### config.mk
export PLATFORM = sky130hd
export DESIGN_NAME = pad_attr_regs
export DESIGN_NICKNAME = d
export VERILOG_FILES = /design/src/pad_attr_pkg.sv /design/src/pada_wr_if.sv /design/src/pad_attr_regs.sv /design/src/pada_mreg.sv
export SDC_FILE = /design/constraint.sdc
export NUM_CORES = 1
export LEC_CHECK = 0
export BUFFER_PORTS_ARGS = -buffer_cell sky130_fd_sc_hd__buf_2
export CAP_MARGIN = 10
export CORE_UTILIZATION = 25
export DETAILED_ROUTE_END_ITERATION = 6
export PLACE_DENSITY = 0.5
export SLEW_MARGIN = 10
export SYNTH_ARGS = -nofsm -noshare
export SYNTH_HDL_FRONTEND = slang
export SYNTH_SLANG_ARGS = --single-unit
### constraint.sdc
create_clock -name clk_sys -period 1.8 [get_ports clk_sys]
set_input_delay 0.27 -clock clk_sys [delete_from_list [all_inputs] [get_ports clk_sys]]
set_output_delay 0.27 -clock clk_sys [all_outputs]
set_load 0.02 [all_outputs]
### src/pad_attr_pkg.sv
// Package: register map, field layout and reset values of the pad attribute bank
package pad_attr_pkg;
  localparam int PADA_AW = 8;
  localparam int PADA_DW = 32;
  localparam int PADA_HW = 16;
  localparam int PADA_NREG = 7;
  // Register byte offsets
  localparam logic [PADA_AW-1:0] PADA_OFS_C_PULL = 8'h18;
  localparam logic [PADA_AW-1:0] PADA_OFS_A_DRIVE = 8'h20;
  localparam logic [PADA_AW-1:0] PADA_OFS_B_DRIVE = 8'h24;
  localparam logic [PADA_AW-1:0] PADA_OFS_C_DRIVE = 8'h28;
  localparam logic [PADA_AW-1:0] PADA_OFS_SLEW_LO = 8'h30;
  localparam logic [PADA_AW-1:0] PADA_OFS_SLEW_HI = 8'h34;
  localparam logic [PADA_AW-1:0] PADA_OFS_HYST_LO = 8'h38;
  // Register indices
  localparam int PADA_IX_C_PULL = 0;
  localparam int PADA_IX_A_DRIVE = 1;
  localparam int PADA_IX_B_DRIVE = 2;
  localparam int PADA_IX_C_DRIVE = 3;
  localparam int PADA_IX_SLEW_LO = 4;
  localparam int PADA_IX_SLEW_HI = 5;
  localparam int PADA_IX_HYST_LO = 6;
  // Reset values of the data half-words
  localparam logic [PADA_HW-1:0] PADA_RST_C_PULL = 16'h00AA;
  localparam logic [PADA_HW-1:0] PADA_RST_A_DRIVE = 16'h0001;
  localparam logic [PADA_HW-1:0] PADA_RST_ZERO = 16'h0000;
  // Implemented data bits per register; the rest read zero
  localparam logic [PADA_HW-1:0] PADA_MASK_FULL = 16'hFFFF;
  localparam logic [PADA_HW-1:0] PADA_MASK_LOW8 = 16'h00FF;
  // Pull field encodings
  typedef enum logic [1:0] {
    PADA_PULL_NONE = 2'b00,
    PADA_PULL_UP = 2'b01,
    PADA_PULL_DOWN = 2'b10,
    PADA_PULL_KEEP = 2'b11
  } pada_pull_t;
  // Drive strength encodings
  typedef enum logic [1:0] {
    PADA_DRV_2MA = 2'b00,
    PADA_DRV_4MA = 2'b01,
    PADA_DRV_8MA = 2'b10,
    PADA_DRV_12MA = 2'b11
  } pada_drive_t;
  localparam logic PADA_SLEW_SLOW = 1'b0;
  localparam logic PADA_SLEW_FAST = 1'b1;
  localparam logic PADA_HYST_OFF = 1'b0;
  localparam logic PADA_HYST_ON = 1'b1;
endpackage

### src/pada_wr_if.sv
// Interface: decoded write carrying data and per-bit write enables
`timescale 1ns/1ps
`default_nettype none
interface pada_wr_if;
  import pad_attr_pkg::*;
  logic [PADA_NREG-1:0] sel;
  logic [PADA_HW-1:0] data;
  logic [PADA_HW-1:0] bit_en;
  modport src (output sel, output data, output bit_en);
  modport dst (input sel, input data, input bit_en);
endinterface
`default_nettype wire

### src/pad_attr_regs.sv
// Top module: pad attribute register bank for a 24-pin always-on port
// What this block does
// [RULE_01] Data bit n written only if bit n+16 set
// [RULE_02] Enable bit 31 gates data bit 15
// [RULE_03] Unenabled data bits keep their old value
// [RULE_04] Pull field: none, up, down, keeper
// [RULE_05] Drive field: 2, 4, 8, 12 mA
// [RULE_06] Slew bit: zero slow, one fast
// [RULE_07] Hysteresis bit enables Schmitt trigger input
// [RULE_08] Enable half and reserved bits read zero
//
// Implementation choice: the plain strobed port.
`timescale 1ns/1ps
`default_nettype none
module pad_attr_regs
  import pad_attr_pkg::*;
(
  input wire logic clk_sys,
  input wire logic resetn,
  input wire logic [PADA_AW-1:0] reg_addr,
  input wire logic [PADA_DW-1:0] reg_wdata,
  input wire logic reg_wr,
  input wire logic reg_rd,
  output logic [PADA_DW-1:0] reg_rdata,
  output logic [15:0] group_c_pull,
  output logic [15:0] group_a_drive,
  output logic [15:0] group_b_drive,
  output logic [15:0] group_c_drive,
  output logic [23:0] pin_slew_fast,
  output logic [15:0] pin_hysteresis
);
  pada_wr_if wr_bus();
  logic [PADA_HW-1:0] regv [PADA_NREG];

  // Address decode to a one-hot register select
  function automatic logic [PADA_NREG-1:0] pada_decode(
      input logic [PADA_AW-1:0] a);
    logic [PADA_NREG-1:0] s;
    s = '0;
    unique case (a)
      PADA_OFS_C_PULL: s[PADA_IX_C_PULL] = 1'b1;
      PADA_OFS_A_DRIVE: s[PADA_IX_A_DRIVE] = 1'b1;
      PADA_OFS_B_DRIVE: s[PADA_IX_B_DRIVE] = 1'b1;
      PADA_OFS_C_DRIVE: s[PADA_IX_C_DRIVE] = 1'b1;
      PADA_OFS_SLEW_LO: s[PADA_IX_SLEW_LO] = 1'b1;
      PADA_OFS_SLEW_HI: s[PADA_IX_SLEW_HI] = 1'b1;
      PADA_OFS_HYST_LO: s[PADA_IX_HYST_LO] = 1'b1;
      default: s = '0;
    endcase
    return s;
  endfunction

  // Upper half carries the write enables, lower half the data
  assign wr_bus.sel = reg_wr ? pada_decode(reg_addr) : '0;
  assign wr_bus.data = reg_wdata[PADA_HW-1:0];
  assign wr_bus.bit_en = reg_wdata[PADA_DW-1:PADA_HW]; // [RULE_01] [RULE_02]

  pada_mreg #(.IDX(PADA_IX_C_PULL), .RESET_VAL(PADA_RST_C_PULL),
    .IMPL_MASK(PADA_MASK_FULL)) u_c_pull (.clk_sys(clk_sys),
    .resetn(resetn), .wr(wr_bus), .value(regv[PADA_IX_C_PULL]));
  pada_mreg #(.IDX(PADA_IX_A_DRIVE), .RESET_VAL(PADA_RST_A_DRIVE),
    .IMPL_MASK(PADA_MASK_FULL)) u_a_drive (.clk_sys(clk_sys),
    .resetn(resetn), .wr(wr_bus), .value(regv[PADA_IX_A_DRIVE]));
  pada_mreg #(.IDX(PADA_IX_B_DRIVE), .RESET_VAL(PADA_RST_ZERO),
    .IMPL_MASK(PADA_MASK_FULL)) u_b_drive (.clk_sys(clk_sys),
    .resetn(resetn), .wr(wr_bus), .value(regv[PADA_IX_B_DRIVE]));
  pada_mreg #(.IDX(PADA_IX_C_DRIVE), .RESET_VAL(PADA_RST_ZERO),
    .IMPL_MASK(PADA_MASK_FULL)) u_c_drive (.clk_sys(clk_sys),
    .resetn(resetn), .wr(wr_bus), .value(regv[PADA_IX_C_DRIVE]));
  pada_mreg #(.IDX(PADA_IX_SLEW_LO), .RESET_VAL(PADA_RST_ZERO),
    .IMPL_MASK(PADA_MASK_FULL)) u_slew_lo (.clk_sys(clk_sys),
    .resetn(resetn), .wr(wr_bus), .value(regv[PADA_IX_SLEW_LO]));
  // Only group C lives here; upper byte is reserved
  pada_mreg #(.IDX(PADA_IX_SLEW_HI), .RESET_VAL(PADA_RST_ZERO),
    .IMPL_MASK(PADA_MASK_LOW8)) u_slew_hi (.clk_sys(clk_sys),
    .resetn(resetn), .wr(wr_bus), .value(regv[PADA_IX_SLEW_HI]));
  pada_mreg #(.IDX(PADA_IX_HYST_LO), .RESET_VAL(PADA_RST_ZERO),
    .IMPL_MASK(PADA_MASK_FULL)) u_hyst_lo (.clk_sys(clk_sys),
    .resetn(resetn), .wr(wr_bus), .value(regv[PADA_IX_HYST_LO]));

  typedef struct packed {
    logic [PADA_DW-1:0] rdata;
    logic [15:0] c_pull;
    logic [15:0] a_drive;
    logic [15:0] b_drive;
    logic [15:0] c_drive;
    logic [23:0] slew;
    logic [15:0] hyst;
  } pada_top_st_t;
  pada_top_st_t st_reg;
  pada_top_st_t st_next;

  always_comb begin
    logic [PADA_NREG-1:0] rsel;
    rsel = pada_decode(reg_addr);
    st_next = st_reg;
    // Read data valid only in the cycle after the strobe
    st_next.rdata = '0;
    if (reg_rd) begin
      for (int i = 0; i < PADA_NREG; i++) begin
        if (rsel[i]) begin
          st_next.rdata = {{PADA_HW{1'b0}}, regv[i]}; // [RULE_08]
        end
      end
    end
    // Registered copies drive the pad cells glitch-free
    st_next.c_pull = regv[PADA_IX_C_PULL]; // [RULE_04]
    st_next.a_drive = regv[PADA_IX_A_DRIVE]; // [RULE_05]
    st_next.b_drive = regv[PADA_IX_B_DRIVE]; // [RULE_05]
    st_next.c_drive = regv[PADA_IX_C_DRIVE]; // [RULE_05]
    st_next.slew = {regv[PADA_IX_SLEW_HI][7:0],
                    regv[PADA_IX_SLEW_LO]}; // [RULE_06]
    st_next.hyst = regv[PADA_IX_HYST_LO]; // [RULE_07]
  end

  always_ff @(posedge clk_sys or negedge resetn) begin
    if (!resetn) begin
      st_reg <= '{rdata: '0, c_pull: PADA_RST_C_PULL,
                  a_drive: PADA_RST_A_DRIVE, b_drive: PADA_RST_ZERO,
                  c_drive: PADA_RST_ZERO, slew: '0, hyst: PADA_RST_ZERO};
    end else begin
      st_reg <= st_next;
    end
  end

  assign reg_rdata = st_reg.rdata;
  assign group_c_pull = st_reg.c_pull;
  assign group_a_drive = st_reg.a_drive;
  assign group_b_drive = st_reg.b_drive;
  assign group_c_drive = st_reg.c_drive;
  assign pin_slew_fast = st_reg.slew;
  assign pin_hysteresis = st_reg.hyst;
endmodule // pad_attr_regs
`default_nettype wire

### src/pada_mreg.sv
// Module: one bit-masked pad attribute register
`timescale 1ns/1ps
`default_nettype none
module pada_mreg
  import pad_attr_pkg::*;
#(
  parameter int IDX = 0,
  parameter logic [PADA_HW-1:0] RESET_VAL = 16'h0000,
  parameter logic [PADA_HW-1:0] IMPL_MASK = 16'hFFFF
) (
  input wire logic clk_sys,
  input wire logic resetn,
  pada_wr_if.dst wr,
  output logic [PADA_HW-1:0] value
);
  typedef struct packed {
    logic [PADA_HW-1:0] data;
  } pada_mreg_st_t;
  pada_mreg_st_t st_reg;
  pada_mreg_st_t st_next;

  always_comb begin
    st_next = st_reg;
    if (wr.sel[IDX]) begin
      // Each data bit n changes only with enable bit n+16 set
      st_next.data = ((st_reg.data & ~wr.bit_en) |
                      (wr.data & wr.bit_en)) & IMPL_MASK; // [RULE_01] [RULE_02] [RULE_03]
    end
  end

  always_ff @(posedge clk_sys or negedge resetn) begin
    if (!resetn) begin
      st_reg <= '{data: RESET_VAL};
    end else begin
      st_reg <= st_next;
    end
  end

  assign value = st_reg.data;
endmodule // pada_mreg
`default_nettype wire

==> results of run 1 <==
-- kinds of logic (layout without fill, tap and decap cells) --
logic type             Yosys count  after routing
AND/OR/NAND/NOR                175            175
AO/OA/AOI/OAI                   89             89
buffers and inverters           49            273
XOR/XNOR                         1              1
flip-flops                     224            224
multiplexers                   117            117
other                            1             17
-- report_power, final --
group	switching, uW	leakage (uW)	internal (uW)
combinational	446	0.00225	232
clock	2100	0.000418	3230
sequential	83.9	0.00308	5170
-- through the flow --
step                setup slack, ns  cell area [um^2]  TNS (ns)  hold WS, ns
finish                        0.310             11300         0       0.0533
detailed placement           -0.184             10400     -1.06        0.140
floorplan                     0.100              8760         0      -0.0256
global route                  0.123             11300         0       0.0457
global placement             -0.167             10400    -0.567        0.140
CTS                           0.269             11300         0       0.0228
-- per-layer routing --
layer	wire length [um]	GRT usage [%]	share of wire, %	up-vias
li1	-	-	-	2695
met1	11700	20.0	45	2945
met2	12300	23.5	47	187
met3	1390	2.79	5.3	50
met4	737	4.53	2.8	2
met5	13	0	0.050	-
-- final cells by class --
cell class / instances / area [um^2] / area share, %
inverter: 1 / 3.75 / 0.0333
clock inverter: 15 / 198 / 1.75
multi-input combinational: 398 / 2800 / 24.8
tap: 448 / 561 / 4.97
timing repair buffer: 226 / 1440 / 12.7
clock buffer: 31 / 668 / 5.92
sequential: 224 / 5620 / 49.8
antenna: 1 / 2.50 / 0.0222
-- worst paths after layout --
check	startpoint	to	slack [ns]	cells past startpoint
worst max-delay path	group_c_pull[1]$_DFF_PN1_	group_c_pull[1]	0.31	1
worst min-delay path	reg_wdata[12]	register	0.05	2
worst max register to register	register	reg_rdata[4]$_DFF_PN0_	0.34	4
worst min register to register	register	group_c_pull[1]$_DFF_PN1_	0.38	0
max in group asynchronous	resetn	async pin	0.84	3
min in group asynchronous	resetn	reg_rdata[2]$_DFF_PN0_	0.19	2
-- synth_stat cells, types with 2 or more instances --
library cell | number | area, um^2
a2111oi_0 | 3 | 26.3
a211oi_1 | 6 | 45.0
a21oi_1 | 27 | 135
a221oi_1 | 2 | 17.5
a22oi_1 | 8 | 60.1
a32o_1 | 6 | 60.1
and3_1 | 5 | 31.3
buf_2 | 11 | 55.1
buf_4 | 20 | 150
buf_6 | 8 | 90.1
clkbuf_1 | 6 | 22.5
dfrtp_1 | 214 | 5360
dfstp_2 | 10 | 263
mux2_1 | 6 | 67.6
mux2_2 | 91 | 1020
mux2_4 | 9 | 135
mux2i_1 | 11 | 110
nand2_1 | 114 | 428
nor2_1 | 34 | 128
nor2_4 | 3 | 33.8
nor3_1 | 6 | 30.0
nor4b_4 | 3 | 71.3
o21ai_0 | 21 | 105
o221ai_1 | 3 | 26.3
o22ai_1 | 7 | 43.8
o2bb2ai_1 | 3 | 26.3
==> summary.txt, run 1 <==
STA
  • Fin. Hold Viols: 0
  • Actual slew at the worst max-slew pin: ~0.50 ns
  • Final setup viols: 0
  • Crit share post-route: roughly 83%
  • Period minus WS final: 1.49 ns
  • RSZ-0062 raised after global routing: false
  • Fmax: roughly 0.67 GHz
  • Final Max Slew Viols: 0
  • Max-Slew Margin vs Limit: between 60% and 70%
  • Final setup skew: about 0.014 ns

Outcome
  • Outcome: complete, no violations

CTS
  • Setup Buffers After CTS: 0
  • Post-CTS sizing: 0
  • CTS clk-pin slew, worst paths: approximately 0.06 ns
  • Clock sink total: roughly 220
  • Clk_lat worst skew: between 0.5 and 0.6 ns
  • CTS Buffer Depth: 3
  • Hold-fix buffer count after cts: 1
  • Num CTS Buffers: 25
  • H-tree levels: 1
  • Root buf cell: clkbuf_16
  • CTS tree: yes

Worst setup path
  • Slowest cell on crit path: dfstp_2
  • Worst path max stage delay: ~0.5 ns
  • Kind of critical path: register to primary output
  • Crit path cell chain: buf_2
  • CP top delay family: flip-flops
  • Critical path fanouts, max: 1
  • Endpoint type of the worst setup path: primary output
  • Worst EP required: between 1.5 and 2 ns
  • CP arrival: 1.22 ns
  • CP Launch Type: register
  • Buf/Inv on CP: 1

Floorplanning
  • IO Count: 180
  • Area of the core: 33900 um^2
  • DIE HEIGHT: about 190 um
  • Die Wd: 189 um
  • Std cell rows: 67
  • Starting Density: ~26%
  • Die area: 35600 um^2

Synth
  • Flops & latches, synth: 224
  • Post-Synthesis Cells: 656
  • Compound-Gate Fraction of Synth Area: 6.58%
  • Ys async rst share: between 90% and 100%
  • Post-Synth Adder-Cell Area: 0%
  • Total number of yosys warnings: 0
  • Mean Syn Cell Area: about 13 um^2
  • Main combinational cell family by area after synthesis: multiplexers
  • Mapped Area: slightly below 9000 um^2
  • Register area share after synthesis: between 60% and 70%
  • Synth Area in XOR/XNOR: less than 1%
  • Post-synth EDFFs: 0
  • Mux contribution to synthesized area: around 15%
  • Simple-gate share of the synthesized area: 9.40%
  • Synth unique cells: 45
  • Synth Flop Type: dfrtp_1

Cells and area
  • Share of cells above drive strength 1: a little over two fifths
  • Fill cell count: about 3.4k
  • Final Util: between 30% and 40%
  • Commonest non-fill, non-tap cells in the layout: dfrtp_1 (214), buf_2 (162), nand2_1 (114)
  • Nets@finish: 920
  • Commonest non-fill, non-tap cell in the layout: dfrtp_1
  • Area grow syn2layout: 29.7%
  • Finished Layout Cells: about 1.3k

Pwr
  • Total power: around 11000 uW
  • Lkg Pwr: about 0.0057 uW
  • Pwr Density: about 1000 nW/um^2
  • Worst VDD drop: 0.000652 V

GRT
  • All-Layer GR Usage: between 10 and 15%
  • Total gr overflow: 0
  • Pin count of the biggest net entering global routing: 92
  • First-pass GRT wire length: 39100 um
  • Initial antenna violation count: 2
  • Vias in the first global route: slightly above 6k

Drt
  • Residual DRC: 0
  • DRT antenna net count: 0
  • Pre-antenna DRT Iters: 4
  • Total Wirelength: 26100 um
  • Via count: between 5k and 6k
  • Vias per cell: 4.37
  • DRT iter0 DRCs: roughly 280
  • Wirelength per Cell: between 15 and 20 um

Flow run
  • Max cap viols: 0

Placement
  • Cells after DPL: around 1.3k
  • Port bufs: ~160
  • Dpl hpwl: roughly 19000 um
  • GPL Wtd Cong: about 0.8

Worst hold path
  • Min-Delay Path Class: input port to register
(Power assumes the default switching activity.)
==> run 2, diff against run 1 <==
--- a/config.mk
+++ b/config.mk
@@ -5,6 +5,7 @@
 export SDC_FILE = /design/constraint.sdc
 export NUM_CORES = 1
 export LEC_CHECK = 0
+export ABC_AREA = 1
 export BUFFER_PORTS_ARGS = -buffer_cell sky130_fd_sc_hd__buf_2
 export CAP_MARGIN = 10
 export CORE_UTILIZATION = 25
==> constraint.sdc (replaced) <==
create_clock -name clk_sys -period 1.4 [get_ports clk_sys]
set_input_delay 0.21 -clock clk_sys [delete_from_list [all_inputs] [get_ports clk_sys]]
set_output_delay 0.21 -clock clk_sys [all_outputs]
set_load 0.02 [all_outputs]
==> run 2 against run 1 <==
Clock power is 28% higher. Clock skew is 0.0013 ns lower. Sequential cell count stayed put. Worst setup slack worse by 0.27 ns. Register-to-register slack better by 0.04 ns.
==> summary.txt, run 2 <==
Outcome
  • Outcome: complete, no violations

Synth
  • Synth Flop Type: dfrtp_1
  • Register area share after synthesis: 67.1% (+2.5 points)
  • Ys async rst share: 100% (unchanged)
  • Mux contribution to synthesized area: 0% (-15 points)
  • Simple-gate share of the synthesized area: 14.2% (+4.8 points)
  • Synth Area in XOR/XNOR: 0% (-0.10 points)
  • Post-synth EDFFs: 0 (unchanged)
  • Post-Synthesis Cells: 782 (+19%)
  • Cell taking the most area after synthesis: dfrtp_1
  • Mean Syn Cell Area: 10.7 um^2 (-19%)
  • Post-Synth Adder-Cell Area: 0% (unchanged)
  • Flops & latches, synth: 224 (unchanged)
  • Synth unique cells: 25 (-44%)
  • Top-count cell post-synth: dfrtp_1
  • Synth top area cells: dfrtp_1 (64%), nand2_1 (7.3%), a21oi_1 (4.2%), a31oi_1 (4.2%), dfstp_2 (3.1%)
  • Mapped Area: 8380 um^2 (-3.8%)
  • Compound-Gate Fraction of Synth Area: 13.0% (+6.4 points)
  • Synth top area share: 63.9% (+2.4 points)
  • Post-synth top cells: dfrtp_1 (214), nand2_1 (164), a21oi_1 (70)
  • Total number of yosys warnings: 0 (unchanged)
  • Main combinational cell family by area after synthesis: simple AND/OR/NAND/NOR gates

Worst setup path
  • Worst path max stage delay: 0.52 ns (about the same)
  • Worst EP required: 1.19 ns (-0.34 ns)
  • Kind of critical path: register to primary output
  • CP Launch Type: register
  • Endpoint type of the worst setup path: primary output
  • CP top delay family: flip-flops
  • Buf/Inv on CP: 1 (unchanged)
  • Critical path fanouts, max: 1 (unchanged)
  • R2R cell count: 4 (unchanged)
  • Worst r2r dst: reg_rdata[9]$_DFF_PN0_
  • CP arrival: 1.15 ns (-0.07 ns)
  • Slowest cell on crit path: dfstp_2
  • Crit path cell chain: buf_6
  • R2R setup slack: 0.38 ns (+0.04 ns)

Cells and area
  • Cell area after layout: 11100 um^2 (-1.7%)
  • Nets@finish: 1044 (+13%)
  • Share of cells above drive strength 1: 29.2% (-14 points)
  • Area grow syn2layout: 32.5%
  • Commonest non-fill, non-tap cells in the layout: dfrtp_1 (214), nand2_1 (164), buf_2 (157)
  • Commonest non-fill, non-tap cell in the layout: dfrtp_1

STA
  • Max-Slew Margin vs Limit: 65.2% (-1.5 points)
  • Period minus WS final: 1.36 ns
  • Worst hold slack: 0.0296 ns (-0.0237 ns)
  • Fmax: 0.733 GHz
  • RSZ-0062 raised after global routing: false
  • Final Max Slew Viols: 0 (unchanged)
  • Crit share post-route: a little over nine tenths
  • Final setup viols: 0 (unchanged)
  • Actual slew at the worst max-slew pin: 0.522 ns (+0.0214 ns)
  • Final setup skew: 0.0126 ns (-0.00134 ns)
  • Fin. Hold Viols: 0 (unchanged)

Worst hold path
  • Min-Delay Path Class: input port to register
  • Worst Hold Launch: reg_wdata[20]
  • Hold Path Depth: 2 (unchanged)

CTS
  • Num CTS Buffers: 25 (unchanged)
  • CTS Buffer Depth: 3 (unchanged)
  • H-tree levels: 1 (unchanged)
  • CTS clk-pin slew, worst paths: 0.06 ns (about the same)
  • Clock sink total: 224 (unchanged)
  • Clk_lat worst skew: 0.52 ns (about the same)
  • CTS tree: yes
  • Root buf cell: clkbuf_16

Drt
  • DRT iter0 DRCs: 475 (+71%)
  • Wirelength per Cell: 17.3 um (-11%)
  • Via count: 6386 (+8.6%)
  • Vias per cell: 4.37 (-0.14%)
  • Residual DRC: 0 (unchanged)
  • Total Wirelength: 25200 um (-3.4%)
  • Pre-antenna DRT Iters: 4 (unchanged)
  • DRT antenna net count: 0 (unchanged)

Pwr
  • Internal power: 11200 uW (+30%)
  • Comb power frac: 6.4% (+0.4 points)
  • Clock network fraction of design power: 46.8% (-0.6 points)
  • Sw frac: 23.7% (+0.33 points)
  • Sequential Power Share: 46.8% (+0.2 points)
  • Worst VDD drop: 0.000732 V (+12%)
  • Lkg Pwr: 0.00569 uW (-0.92%)
  • Pwr Density: 1320 nW/um^2 (+32%)
  • Switch Pwr: 3470 uW (+32%)

GRT
  • Vias in the first global route: 6306 (+3.1%)
  • Total gr overflow: 0 (unchanged)
  • All-Layer GR Usage: 14.9% (+0.28 points)
  • Pin count of the biggest net entering global routing: 64 (-30%)
  • First-pass GRT wire length: 38300 um (-2.1%)
  • Initial antenna violation count: 2 (unchanged)

Placement
  • Placed inst area: 10100 um^2 (-3.1%)
  • Port bufs: 163 (unchanged)
  • Dpl hpwl: 17700 um (-4.9%)
  • GPL Wtd Cong: 0.785 (+0.98%)

Floorplanning
  • IO Count: 180 (unchanged)
  • Area of the core: 32800 um^2 (-3.2%)
  • Die Wd: 185 um (-1.9%)
  • Die area: 34200 um^2 (-3.7%)
  • Starting Density: 25.5% (-0.15 points)
  • Std cell rows: 66 (-1.5%)
  • DIE HEIGHT: 185 um (-1.9%)

Flow run
  • Max cap viols: 0 (unchanged)
## run 2: changes by cell type in the layout (fill, tap and decap cells not counted), moves of 36 or more
cell	before	now
inv_1	1	37
nand2_1	114	164
a21oi_1	27	70
mux2_2	91	0
a31oi_1	0	56
nand3_1	0	50
## run 2: final cells by class
class | instances | area (um^2)
sequential | 224 | 5620
timing repair buffer | 232 | 1560
antenna | 2 | 5.00
tap | 442 | 553
fill | 3366 | 21700
inverter | 41 | 154
multi-input combinational | 476 | 2350
clock inverter | 13 | 176
clock buffer | 32 | 682
## run 2: through the flow
step,total power (uW),worst slack [ns],cells,TNS (ns),util [%]
floorplan,7410,0.155,797,0,-
finish,14700,0.0363,1462,0,33.9
global placement,7900,-0.191,1403,-8.03,30.8
global route,15200,0.00149,1460,0,33.8
CTS,14900,0.00456,1460,0,33.8
detailed placement,7910,-0.198,1403,-10.50,30.8
## run 2: what timing repair did
item / 4_1_cts / 5_1_grt
setup endpoints to repair: 5 / 1
hold buffers: 12 / 0
resized for setup: 8 / 1
hold endpoints to repair: 254 / 0
setup buffers: 0 / 0
cloned: 0 / 0
## run 2: kinds of logic (layout without fill, tap and decap cells)
kind of cell | count (synthesis) | count (layout)
AND/OR/NAND/NOR | 264 | 264
flip-flops | 224 | 224
AO/OA/AOI/OAI | 196 | 196
buffers and inverters | 97 | 318
other | 1 | 18
## run 2: power by group through the flow
stage | registers [uW] | logic, uW | clock network, uW
final | 6860 | 945 | 6850
after global routing | 6880 | 1050 | 7300
after CTS | 6860 | 967 | 7050
after detailed placement | 6970 | 935 | 0
after global placement | 6970 | 925 | 0
after floorplan | 7070 | 337 | 0
## run 2: routing by layer
| layer | vias to the layer above | global-route usage (%) | routed length (um) |
|---|---|---|---|
| li1 | 3049 | - | - |
| met1 | 3098 | 19.0 | 11000 |
| met2 | 197 | 25.8 | 12300 |
| met3 | 42 | 2.85 | 1480 |
| met4 | 0 | 4.17 | 500 |
| met5 | - | 0 | 0 |
## run 2: worst register-to-register path, cell delays in order (launching register included)
cell      delay [ns]
dfrtp_1         0.42
nand3_1         0.10
nand3_1         0.07
o21bai_1        0.19
a21oi_1         0.10
## run 2: how the worst max path moves through the flow
stage                                    startpoint              end  slack, ns  cells past startpoint
final                     group_c_pull[7]$_DFF_PN1_  group_c_pull[7]       0.04                      1
after global routing      group_c_pull[5]$_DFF_PN1_  group_c_pull[5]      0.001                      1
after CTS                 group_c_pull[7]$_DFF_PN1_  group_c_pull[7]      0.005                      1
after detailed placement                reg_addr[0]         register      -0.20                     10
after global placement                  reg_addr[0]         register      -0.19                     10
after floorplan                         reg_addr[0]         register       0.16                      9
